File: config.mk
export PLATFORM = sky130hd
export DESIGN_NAME = fbs_readback_ctrl
export DESIGN_NICKNAME = d
export VERILOG_FILES = /design/src/hdl/fbs_pkg.sv /design/src/hdl/fbs_pin_sync.sv /design/src/hdl/fbs_readback_ctrl.sv
export SDC_FILE = /design/constraint.sdc
export NUM_CORES = 1
export LEC_CHECK = 0
export BUFFER_PORTS_ARGS = -buffer_cell sky130_fd_sc_hd__buf_2
export CAP_MARGIN = 20
export CORE_UTILIZATION = 50
export CTS_BUF_LIST = sky130_fd_sc_hd__clkbuf_4
export CTS_CLUSTER_DIAMETER = 150
export DETAILED_ROUTE_END_ITERATION = 7
export PLACE_DENSITY = 0.75
export SLEW_MARGIN = 0
export SYNTH_ARGS = -nofsm -noshare
export SYNTH_HDL_FRONTEND = slang
export SYNTH_HIERARCHICAL = 1
export SYNTH_SLANG_ARGS = --single-unit
File: constraint.sdc
create_clock -name hclk -period 4.2 [get_ports hclk]
set_input_delay 0.84 -clock hclk [delete_from_list [all_inputs] [get_ports hclk]]
set_output_delay 0.84 -clock hclk [all_outputs]
set_load 0.01 [all_outputs]
File: src/hdl/fbs_pkg.sv
// shared constants and types for the fuse readback and sense block
package fbs_pkg;

  // clock and serial bit timing
  localparam int FBS_CLK_PERIOD_PS = 5000;
  localparam int FBS_BIT_ONE_MIN_NS = 30000;
  localparam int FBS_ONE_MIN_CYC =
    (FBS_BIT_ONE_MIN_NS * 1000 + FBS_CLK_PERIOD_PS - 1) / FBS_CLK_PERIOD_PS;
  localparam int FBS_HI_CNT_W = 16;

  // packet layout and patterns
  localparam int FBS_PKT_LEN = 38;
  localparam logic [11:0] FBS_START_PAT = 12'h801;
  localparam logic [11:0] FBS_END_PAT = 12'h7fe;
  localparam logic [1:0] FBS_FN_SENSE = 2'h0;
  localparam logic [1:0] FBS_FN_READ = 2'h3;
  localparam logic [1:0] FBS_PAR_GAIN2 = 2'h0;
  localparam logic [1:0] FBS_PAR_GAIN1 = 2'h1;
  localparam logic [1:0] FBS_PAR_OFFSET = 2'h2;
  localparam logic [1:0] FBS_PAR_OTHER = 2'h3;

  // readback shifter
  localparam int FBS_RB_BITS = 8;
  localparam logic [2:0] FBS_RB_LAST = 3'h7;

  // register map (byte addresses) and reset values
  localparam logic [7:0] FBS_REG_CTRL = 8'h00;
  localparam logic [7:0] FBS_REG_STATUS = 8'h04;
  localparam logic [7:0] FBS_REG_LASTCMD = 8'h08;
  localparam logic [7:0] FBS_ADDR_MASK = 8'hfc;
  localparam logic FBS_CTRL_EN_RST = 1'b1;

  typedef struct packed {
    logic [11:0] start;
    logic [1:0] func;
    logic [1:0] param;
    logic [1:0] dummy;
    logic [7:0] value;
    logic [11:0] stop;
  } fbs_pkt_t;

  // sensed fuse cell outputs, 1 = blown
  typedef struct packed {
    logic [2:0] gain2;
    logic [6:0] gain1;
    logic [7:0] offset;
    logic [1:0] other;
  } fbs_fuse_t;

endpackage : fbs_pkg

File: src/hdl/fbs_pin_sync.sv
// two-flop synchroniser with edge pulses for one pin
`timescale 1ns/1ps
module fbs_pin_sync
  import fbs_pkg::*;
(
  // clock and reset
  input wire logic hclk,
  input wire logic hresetn,
  // pin side
  input wire logic pin,
  // synchronised side
  output logic level,
  output logic rise,
  output logic fall
);
  logic meta_q;
  logic sync_q;
  logic last_q;

  always_ff @(posedge hclk or negedge hresetn)
  begin
    if (!hresetn)
    begin
      meta_q <= 1'b0;
      sync_q <= 1'b0;
      last_q <= 1'b0;
    end
    else
    begin
      meta_q <= pin;
      sync_q <= meta_q;
      last_q <= sync_q;
    end
  end

  assign level = sync_q;
  assign rise = sync_q & ~last_q;
  assign fall = ~sync_q & last_q;

endmodule : fbs_pin_sync

File: src/hdl/fbs_readback_ctrl.sv
// fuse readback, sense current select and register slave
`timescale 1ns/1ps
// Contract
// - read function code 11 enters readback; parameter selects, value ignored
// - entry loads selected fuse bits into 8-bit shifter, msb on output
// - each falling input edge in readback before the eighth shifts toward the output
// - eighth pulse after entry detaches shifter and leaves readback
// - narrow parameters are padded with zeros in the upper positions
// - outside readback the output carries only the second stage signal
// - function 00 parameter 00 sets low sense current from value bit 0
// - sense selection is volatile and resets to normal level
// - a blown fuse reads 1, an intact fuse reads 0
// - command is 38 bits: start, function, parameter, dummy, value, end
// - packet accepted only if start and end patterns both match
// - parameter 00 gain2, 01 gain1, 10 offset, 11 other functions
module fbs_readback_ctrl
  import fbs_pkg::*;
#(
  parameter int ONE_MIN_CYC = FBS_ONE_MIN_CYC
)
(
  // clock and reset
  input wire logic hclk,
  input wire logic hresetn,
  // ahb-lite slave
  input wire logic hsel,
  input wire logic [7:0] haddr,
  input wire logic [1:0] htrans,
  input wire logic hwrite,
  input wire logic [2:0] hsize,
  input wire logic [31:0] hwdata,
  input wire logic hready,
  output logic hreadyout,
  output logic hresp,
  output logic [31:0] hrdata,
  // serial pin and analog side
  input wire logic serial_program_input,
  input wire logic stage2_signal,
  input wire fbs_fuse_t fuse_cells,
  // outputs
  output logic readback_output,
  output logic buffered_amp_output,
  output logic sense_low
);
  logic pin_s;
  logic pin_rise;
  logic pin_fall;
  logic stage2_s;

  fbs_pin_sync u_pin_sync (
    .hclk(hclk),
    .hresetn(hresetn),
    .pin(serial_program_input),
    .level(pin_s),
    .rise(pin_rise),
    .fall(pin_fall)
  );

  fbs_pin_sync u_stage2_sync (
    .hclk(hclk),
    .hresetn(hresetn),
    .pin(stage2_signal),
    .level(stage2_s),
    .rise(),
    .fall()
  );

  logic [FBS_HI_CNT_W-1:0] hi_cnt_q;
  fbs_pkt_t win_q;
  fbs_pkt_t last_q;
  logic rb_active_q;
  logic [FBS_RB_BITS-1:0] shreg_q;
  logic [2:0] rb_cnt_q;
  logic sense_low_q;
  logic out_q;
  logic en_q;
  logic [7:0] acc_cnt_q;

  // a long high pulse is a 1, a short one a 0
  localparam logic [FBS_HI_CNT_W-1:0] ONE_MIN =
    FBS_HI_CNT_W'(ONE_MIN_CYC);
  wire bit_val = hi_cnt_q >= ONE_MIN;
  wire hi_sat = &hi_cnt_q;

  always_ff @(posedge hclk or negedge hresetn)
  begin
    if (!hresetn)
      hi_cnt_q <= '0;
    else if (pin_rise)
      hi_cnt_q <= FBS_HI_CNT_W'(1);
    else if (pin_s && !hi_sat)
      hi_cnt_q <= hi_cnt_q + FBS_HI_CNT_W'(1);
  end

  // packet window slides one bit per pulse; ignored during readback
  wire fbs_pkt_t win_nx = {win_q[FBS_PKT_LEN-2:0], bit_val};
  wire pkt_take = pin_fall && !rb_active_q && en_q;
  wire pkt_match = win_nx.start == FBS_START_PAT &&
    win_nx.stop == FBS_END_PAT;
  wire pkt_ok = pkt_take && pkt_match;
  wire cmd_read = pkt_ok && win_nx.func == FBS_FN_READ;
  wire cmd_sense = pkt_ok && win_nx.func == FBS_FN_SENSE &&
    win_nx.param == FBS_PAR_GAIN2;
  wire rb_step = rb_active_q && pin_fall;
  wire rb_done = rb_step && rb_cnt_q == FBS_RB_LAST;

  // selected fuse bits, zero padded above the field
  logic [FBS_RB_BITS-1:0] fuse_sel;
  always_comb
  begin
    unique case (win_nx.param)
      FBS_PAR_GAIN2: fuse_sel = {5'h00, fuse_cells.gain2};
      FBS_PAR_GAIN1: fuse_sel = {1'h0, fuse_cells.gain1};
      FBS_PAR_OFFSET: fuse_sel = fuse_cells.offset;
      FBS_PAR_OTHER: fuse_sel = {6'h00, fuse_cells.other};
    endcase
  end

  always_ff @(posedge hclk or negedge hresetn)
  begin
    if (!hresetn)
      win_q <= '0;
    else if (pkt_ok || (rb_active_q && pin_fall))
      win_q <= '0;
    else if (pkt_take)
      win_q <= win_nx;
  end

  always_ff @(posedge hclk or negedge hresetn)
  begin
    if (!hresetn)
    begin
      last_q <= '0;
      acc_cnt_q <= 8'h00;
    end
    else if (pkt_ok)
    begin
      last_q <= win_nx;
      acc_cnt_q <= acc_cnt_q + 8'h01;
    end
  end

  always_ff @(posedge hclk or negedge hresetn)
  begin
    if (!hresetn)
    begin
      rb_active_q <= 1'b0;
      shreg_q <= '0;
      rb_cnt_q <= 3'h0;
    end
    else if (cmd_read)
    begin
      rb_active_q <= 1'b1;
      shreg_q <= fuse_sel;
      rb_cnt_q <= 3'h0;
    end
    else if (rb_done)
      rb_active_q <= 1'b0;
    else if (rb_step)
    begin
      shreg_q <= {shreg_q[FBS_RB_BITS-2:0], 1'b0};
      rb_cnt_q <= rb_cnt_q + 3'h1;
    end
  end

  // plain flop, so power-up always returns the normal sense level
  always_ff @(posedge hclk or negedge hresetn)
  begin
    if (!hresetn)
      sense_low_q <= 1'b0;
    else if (cmd_sense)
      sense_low_q <= win_nx.value[0];
  end

  // one cycle of output lag keeps the pin glitch free
  always_ff @(posedge hclk or negedge hresetn)
  begin
    if (!hresetn)
      out_q <= 1'b0;
    else
      out_q <= rb_active_q ? shreg_q[FBS_RB_BITS-1] : stage2_s;
  end

  assign readback_output = out_q;
  assign buffered_amp_output = out_q;
  assign sense_low = sense_low_q;

  // ahb-lite slave, zero wait states, always okay
  logic dph_q;
  logic dph_wr_q;
  logic [7:0] dph_addr_q;
  wire aph = hsel && htrans[1] && hready;
  wire [7:0] a_word = haddr & FBS_ADDR_MASK;
  wire wr_ctrl = dph_q && dph_wr_q && dph_addr_q == FBS_REG_CTRL;
  // shifter sits in the top byte so the flag bits keep fixed low positions
  wire [31:0] status_w = {shreg_q, 5'h00, rb_cnt_q, acc_cnt_q, 6'h00,
    sense_low_q, rb_active_q};
  logic [31:0] rd_mux;

  always_comb
  begin
    rd_mux = 32'h0000_0000;
    if (a_word == FBS_REG_CTRL)
      rd_mux = {31'h0000_0000, en_q};
    else if (a_word == FBS_REG_STATUS)
      rd_mux = status_w;
    else if (a_word == FBS_REG_LASTCMD)
      rd_mux = {6'h00, last_q[25:0]};
  end

  always_ff @(posedge hclk or negedge hresetn)
  begin
    if (!hresetn)
    begin
      dph_q <= 1'b0;
      dph_wr_q <= 1'b0;
      dph_addr_q <= 8'h00;
      hrdata <= 32'h0000_0000;
    end
    else if (hready)
    begin
      dph_q <= aph;
      dph_wr_q <= hwrite;
      dph_addr_q <= a_word;
      hrdata <= (aph && !hwrite) ? rd_mux : 32'h0000_0000;
    end
  end

  always_ff @(posedge hclk or negedge hresetn)
  begin
    if (!hresetn)
      en_q <= FBS_CTRL_EN_RST;
    else if (wr_ctrl)
      en_q <= hwdata[0];
  end

  assign hreadyout = 1'b1;
  assign hresp = 1'b0;

  a_rb_entry: assert property (@(posedge hclk) disable iff (!hresetn)
    cmd_read |=> rb_active_q && rb_cnt_q == 3'h0 && shreg_q == $past(fuse_sel))
    else $error("readback entry did not load");
  a_pad_zero: assert property (@(posedge hclk) disable iff (!hresetn)
    cmd_read && win_nx.param == FBS_PAR_GAIN2 |=> shreg_q[7:3] == 5'h00)
    else $error("upper bits not zero padded");
  a_fuse_offset: assert property (@(posedge hclk) disable iff (!hresetn)
    cmd_read && win_nx.param == FBS_PAR_OFFSET
    |=> shreg_q == $past(fuse_cells.offset))
    else $error("fuse bits not loaded as sensed");
  a_rb_shift: assert property (@(posedge hclk) disable iff (!hresetn)
    rb_step && !rb_done |=> rb_active_q &&
    shreg_q == {$past(shreg_q[6:0]), 1'b0})
    else $error("readback shift wrong");
  a_rb_exit: assert property (@(posedge hclk) disable iff (!hresetn)
    rb_done |=> !rb_active_q ##1 out_q == $past(stage2_s))
    else $error("readback did not end on eighth pulse");
  a_out_mux: assert property (@(posedge hclk) disable iff (!hresetn)
    rb_active_q |=> out_q == $past(shreg_q[7]))
    else $error("readback output mismatch");
  a_sense_set: assert property (@(posedge hclk) disable iff (!hresetn)
    cmd_sense |=> sense_low_q == $past(win_nx.value[0]) && !rb_active_q)
    else $error("sense select not taken");
  a_sense_reset: assert property (@(posedge hclk)
    $rose(hresetn) |-> !sense_low_q)
    else $error("sense not normal after reset");
  a_bad_packet: assert property (@(posedge hclk) disable iff (!hresetn)
    pkt_take && !pkt_match |=> !rb_active_q && $stable(sense_low_q))
    else $error("invalid packet decoded");

endmodule : fbs_readback_ctrl

* Word level (Yosys, flattened, before mapping) *
Cells that the tools add are included.

storage, ports and cells
  bits in latches = 0
  logic and storage cells = 93
  output and inout port bits = 37
  memories = 0
  bits in registers = 147
  memory bits (read-only) = 0
  RAM bits = 0
  input port bits = 72

operators by class
  muxes and demuxes = 18
  $add $sub $neg = 3
  bitwise operators = 4
  eq/ne operators = 10
  divide/modulo/power cells = 0
  shifts and indexed selects = 0
  magnitude comparators = 1
  reductions and logical operators = 29
  multipliers = 0

operators by type and width
  cell                                                                                   count
  32-bit 2-to-1 mux                                                                      3
  37-bit 2-to-1 mux                                                                      2
  16-bit 2-to-1 mux                                                                      2
  8-bit case mux with 4 select lines                                                     1
  26-bit 2-to-1 mux                                                                      1
  8-bit 2-to-1 mux                                                                       3
  16-bit by 1-bit adder with 16-bit output, second input constant                        1
  16-bit by 13-bit greater-or-equal comparator with 1-bit output, second input constant  1
  8-bit logical NOT                                                                      2
  16-bit AND reduction                                                                   1
  1-bit logical AND                                                                      15
  12-bit by 11-bit equality test with 1-bit output, second input constant                1
  12-bit equality test, second input constant                                            1
  3-bit 2-to-1 mux                                                                       3
  8-bit by 1-bit adder with 8-bit output, second input constant                          1
  2-bit nonzero test                                                                     4
  2-bit equality test, second input constant                                             3
  6-bit by 1-bit equality test with 1-bit output, second input constant                  1
  6-bit by 2-bit equality test with 1-bit output, second input constant                  1
  2-bit logical NOT                                                                      2
  3-bit by 1-bit adder with 3-bit output, second input constant                          1
  3-bit equality test, second input constant                                             1
  1-bit logical NOT                                                                      3
  1-bit 2-to-1 mux                                                                       3
  other kinds (6)                                                                        8

* Logic depth before layout (Yosys ltp) *
  depth after elaboration = 8
  mapped depth = 9
  mapped depth without buffers = 6

* Cells and area by module *
Netlist, hierarchy kept.

modules (own cells, without submodules)
  module             cells an instance  times used  sequential area each (µm²)  area an instance (µm²)
  fbs_readback_ctrl  591                1           3554.7                      6406.1
  fbs_pin_sync       5                  2           75.1                        90.1

* Worst setup path before layout *
OpenSTA, ideal clock, no wires.

  kind = input -> register
  start point = input haddr[5]
  end point = register hrdata[10]
  path buffers = 2
  arrival time = 2074 ps
  stages on the path = 6
  data required time = 4065 ps
  library setup time = 135 ps
  setup slack = 1992 ps
  path through = or4_4 nor3_1 or2_2 clkbuf_1 buf_2 o22ai_1

on the way
  longest elaborated chain between the ends = 5
  elaborated cells between the ends (all ways) = 7
  classes of those cells = 2 x eq/ne; 4 x mux; 1 x reduce/logical

ends and longest elaborated chain
  what                                            line                      source
  start, declared                                 fbs_readback_ctrl.sv:27   input wire logic [7:0] haddr,
  6-bit by 2-bit equality test with 1-bit output  fbs_readback_ctrl.sv:207  else if (a_word == FBS_REG_LASTCMD)
  26-bit 2-to-1 mux                               fbs_readback_ctrl.sv:207
  32-bit 2-to-1 mux                               fbs_readback_ctrl.sv:205  else if (a_word == FBS_REG_STATUS)
  32-bit 2-to-1 mux *                             fbs_readback_ctrl.sv:203  if (a_word == FBS_REG_CTRL)
  32-bit 2-to-1 mux *                             fbs_readback_ctrl.sv:225  hrdata <= (aph && !hwrite) ? rd_mux : 32'h0000_0000;
  end signal, assigned                            fbs_readback_ctrl.sv:225
  end, declared                                   fbs_readback_ctrl.sv:35   output logic [31:0] hrdata,

Every way passes the cells marked *; elsewhere a longest branch is shown, timed or not.
A chain may end at the register's enable or synchronous reset.

* Final worst setup path *
  start point = register u_pin_sync.sync_q (netlist: u_pin_sync/level)
  end point = register win_q (netlist bit win_nx[12])

on the way
  longest elaborated chain between the ends = 7
  elaborated cells between the ends (all ways) = 9
  classes of those cells = 1 x mux; 2 x bitwise; 6 x reduce/logical

ends and longest elaborated chain
  what                                                            line                      source
  start, declared                                                 fbs_pin_sync.sv:17        logic sync_q;
  start signal, assigned                                          fbs_pin_sync.sv:31        sync_q <= meta_q;
  1-bit NOT *                                                     fbs_pin_sync.sv:38        assign fall = ~sync_q & last_q;
  1-bit bitwise AND *                                             fbs_pin_sync.sv:38
  named net pin_fall                                              fbs_readback_ctrl.sv:47   logic pin_fall;
  1-bit logical AND (2 in a row)                                  fbs_readback_ctrl.sv:97   wire pkt_take = pin_fall && !rb_active_q && en_q;
  1-bit logical AND                                               fbs_readback_ctrl.sv:100  wire pkt_ok = pkt_take && pkt_match;
  1-bit logical OR                                                fbs_readback_ctrl.sv:123  else if (pkt_ok || (rb_active_q && pin_fall))
  37-bit 2-to-1 mux / 2-bit nonzero test (equally long branches)  -
  end signal, assigned                                            fbs_readback_ctrl.sv:126  win_q <= win_nx;
  end, declared                                                   fbs_readback_ctrl.sv:69   fbs_pkt_t win_q;

Mark *: on every way through the listed nets, which the timed path passes. The rest lies on a longest branch.

==> results.md <==
* FF-to-FF setup slack at 1310 ps
* DR vias at 4483
* Die area at 13600 um2
* Grt ovf at 0
* Die X at between 100 and 150 um
* Root buf cell: clkbuf_4
* Total CTS buffers at 17
* CP Buf/Inv Count at 3
* CP max-delay cell: a21o_1
* Post-Syn Nets at 675
* Worst-path clk slew at 120 ps
* Largest net degree at the start of global routing at roughly 110
* Diode count at 0
* Total power at 2570 uW
* Post-route ant nets at 0
* Worst-Skew Late Latency at about 560 ps
* Sink Count at 147
* Syn avg cell area at 10.9 um2
* H-tree levels at 4
* Peak supply drop at approximately 0.00019 V
* Crit share post-route at 0.688
* Routability Congestion at 0.811
* Cts hold-fix bufs at 0
* Die Ht at 116 um
* Crit path required time at 4640 ps
* Leak at between 0.003 and 0.004 uW
* R2R cell count at 8
* Part of the power in registers at 0.587
* TNS Setup at 0 ps
* Combinational power share at 0.067
* CTS resizes at 0
* Worst Hold Class: in -> async
* TritonRoute pass-1 iters at 4
* Via/cell ratio at 5.32
* Startpoint class of the critical path: flip-flop
* Residual DRC count at 0
* Worst-path fanout max at 38
* Slew Limit Fails at 0
* Worst rel slew slack at 0.278
* Mapped cell area at approximately 6500 um2
* Internal power at 1900 uW
* Fmax at between 0.3 and 0.4 GHz
* Most frequent cells in the layout: dfrtp_1, nand2_1, buf_2, inv_1, a21oi_2
* RSZ-0062 raised after global routing: false
* Nets at about 740
* Post-DP HPWL at between 8000 and 9000 um
* Arrival time of the worst setup path at approximately 3300 ps
* Critical-path cell list: and2b_2, nand3b_1, buf_4, nor4_4, buf_4, a21o_1, buf_4, a21oi_1
* Core area at 12700 um2
* Setup-failing EPs final at 0
* Most common cell after layout, fill and taps aside: dfrtp_1
* Clk buf depth at 2
* Clock power share at 0.346
* Synth Instances at ~600
* Top Ports at 109
* GRT Util Overall at 0.204
* Slew at the pin closest to its max-slew limit at 1080 ps
* Most used cell, CP: buf_4
* First-pass GRT wire length at between 20000 and 25000 um
* Initial antenna violation count at 0
* Num rows at between 40 and 50
* Slowest stage delay, CP at 600 ps
* Reg2reg start: u_pin_sync/level
* Layout cells sized above 1 at 0.282
* Max cap viols at 0
* Filler cell count at 1061
* Sw Ratio at 0.262
* Port Buf Inserts at 69
* Initial cell density of the core at 0.517
* Layout area overhead at 10.6%
* Reg2reg end: win_nx[12]
* Cell class contributing the biggest share of worst-path delay: buffers and inverters
* CTS tree: done
* Yosys warnings at 6
* WL per Instance at 14.8 um
* Total Wirelength at 12500 um
* Number of global-route vias before repair at 4433
* Drt first-iter violations at 271
* Critical path endpoint category: flip-flop
* Psw at 672 uW
* Pwr Density at around 350 nW/um2
* Setup repair bufs after CTS at 0
* Status: complete, no violations
* Post-Route Skew at roughly 15 ps
* Minimum clock period at 2890 ps
* Hold violation count in the final report at 0
* CP Class: reg -> reg
worst max-delay path by stage:
| stage | startpoint | endpoint | slack [ps] | cells past startpoint |
|---|---|---|---|---|
| 2_1_floorplan | haddr[5] | hrdata[10] | 1990 | 6 |
| 3_3_place_gp | haddr[5] | hrdata[22] | 1330 | 6 |
| 3_5_place_dp | haddr[5] | hrdata[22] | 1270 | 6 |
| 4_1_cts | u_pin_sync/level | win_nx[12] | 1280 | 8 |
| 5_1_grt | u_pin_sync/level | win_nx[8] | 1090 | 8 |
| 6_report | u_pin_sync/level | win_nx[12] | 1310 | 8 |
power by group through the flow:
stage,clock network [uW],registers (uW),logic [uW]
after floorplan,0,1520,110
after global placement,0,1530,166
after detailed placement,0,1530,174
after CTS,918,1510,175
after global routing,984,1520,196
final,889,1510,172
flip-flops by register name (all words and copies together), names as in the netlist:
| name | flops |
|---|---|
| dph_wr_q | 1 |
| last_q | 26 |
| u_stage2_sync/meta_q | 1 |
| u_pin_sync/level | 1 |
| u_stage2_sync/level | 1 |
| shreg_q | 8 |
| rb_cnt_q | 3 |
| u_pin_sync/last_q | 1 |
| hrdata | 32 |
| hi_cnt_q | 16 |
| en_q | 1 |
| dph_q | 1 |
| sense_low | 1 |
| buffered_amp_output | 1 |
| acc_cnt_q | 8 |
| rb_active_q | 1 |
| dph_addr_q | 6 |
| win_nx | 37 |
| u_pin_sync/meta_q | 1 |
metal layers:
| layer | vias to the layer above | share of wire | track usage |
|---|---|---|---|
| li1 | 2165 | - | - |
| met1 | 2199 | 0.45 | 0.251 |
| met2 | 93 | 0.49 | 0.333 |
| met3 | 26 | 0.037 | 0.0602 |
| met4 | 0 | 0.023 | 0.0880 |
| met5 | - | 0 | 0 |
per-stage QoR:
stage	setup slack (ps)	hold WS, ps	utilization	area [um2]	cells
6_report	1310	365	0.571	7240	843
5_1_grt	1090	317	0.571	7240	843
4_1_cts	1280	328	0.571	7240	843
3_5_place_dp	1270	338	0.548	6950	811
3_3_place_gp	1330	333	0.548	6950	811
2_1_floorplan	1990	331	-	6550	598
cell type report:
cell class              instances  area [um2]  share of cell area
inverters                      39         146              0.0202
clock inverters                14         155              0.0214
flip-flops and latches        147        3680               0.508
clock buffers                  18         135              0.0187
multi-input cells             376        2490               0.345
well taps                     172         215              0.0297
repair buffers                 77         412              0.0569
worst reg2reg max path, stage by stage (launching register included):
cell	delay, ps
dfrtp_1	460
and2b_2	290
nand3b_1	80
buf_4	260
nor4_4	280
buf_4	410
a21o_1	600
buf_4	340
a21oi_1	70
No activity file was read; power rests on OpenSTA's default activity.
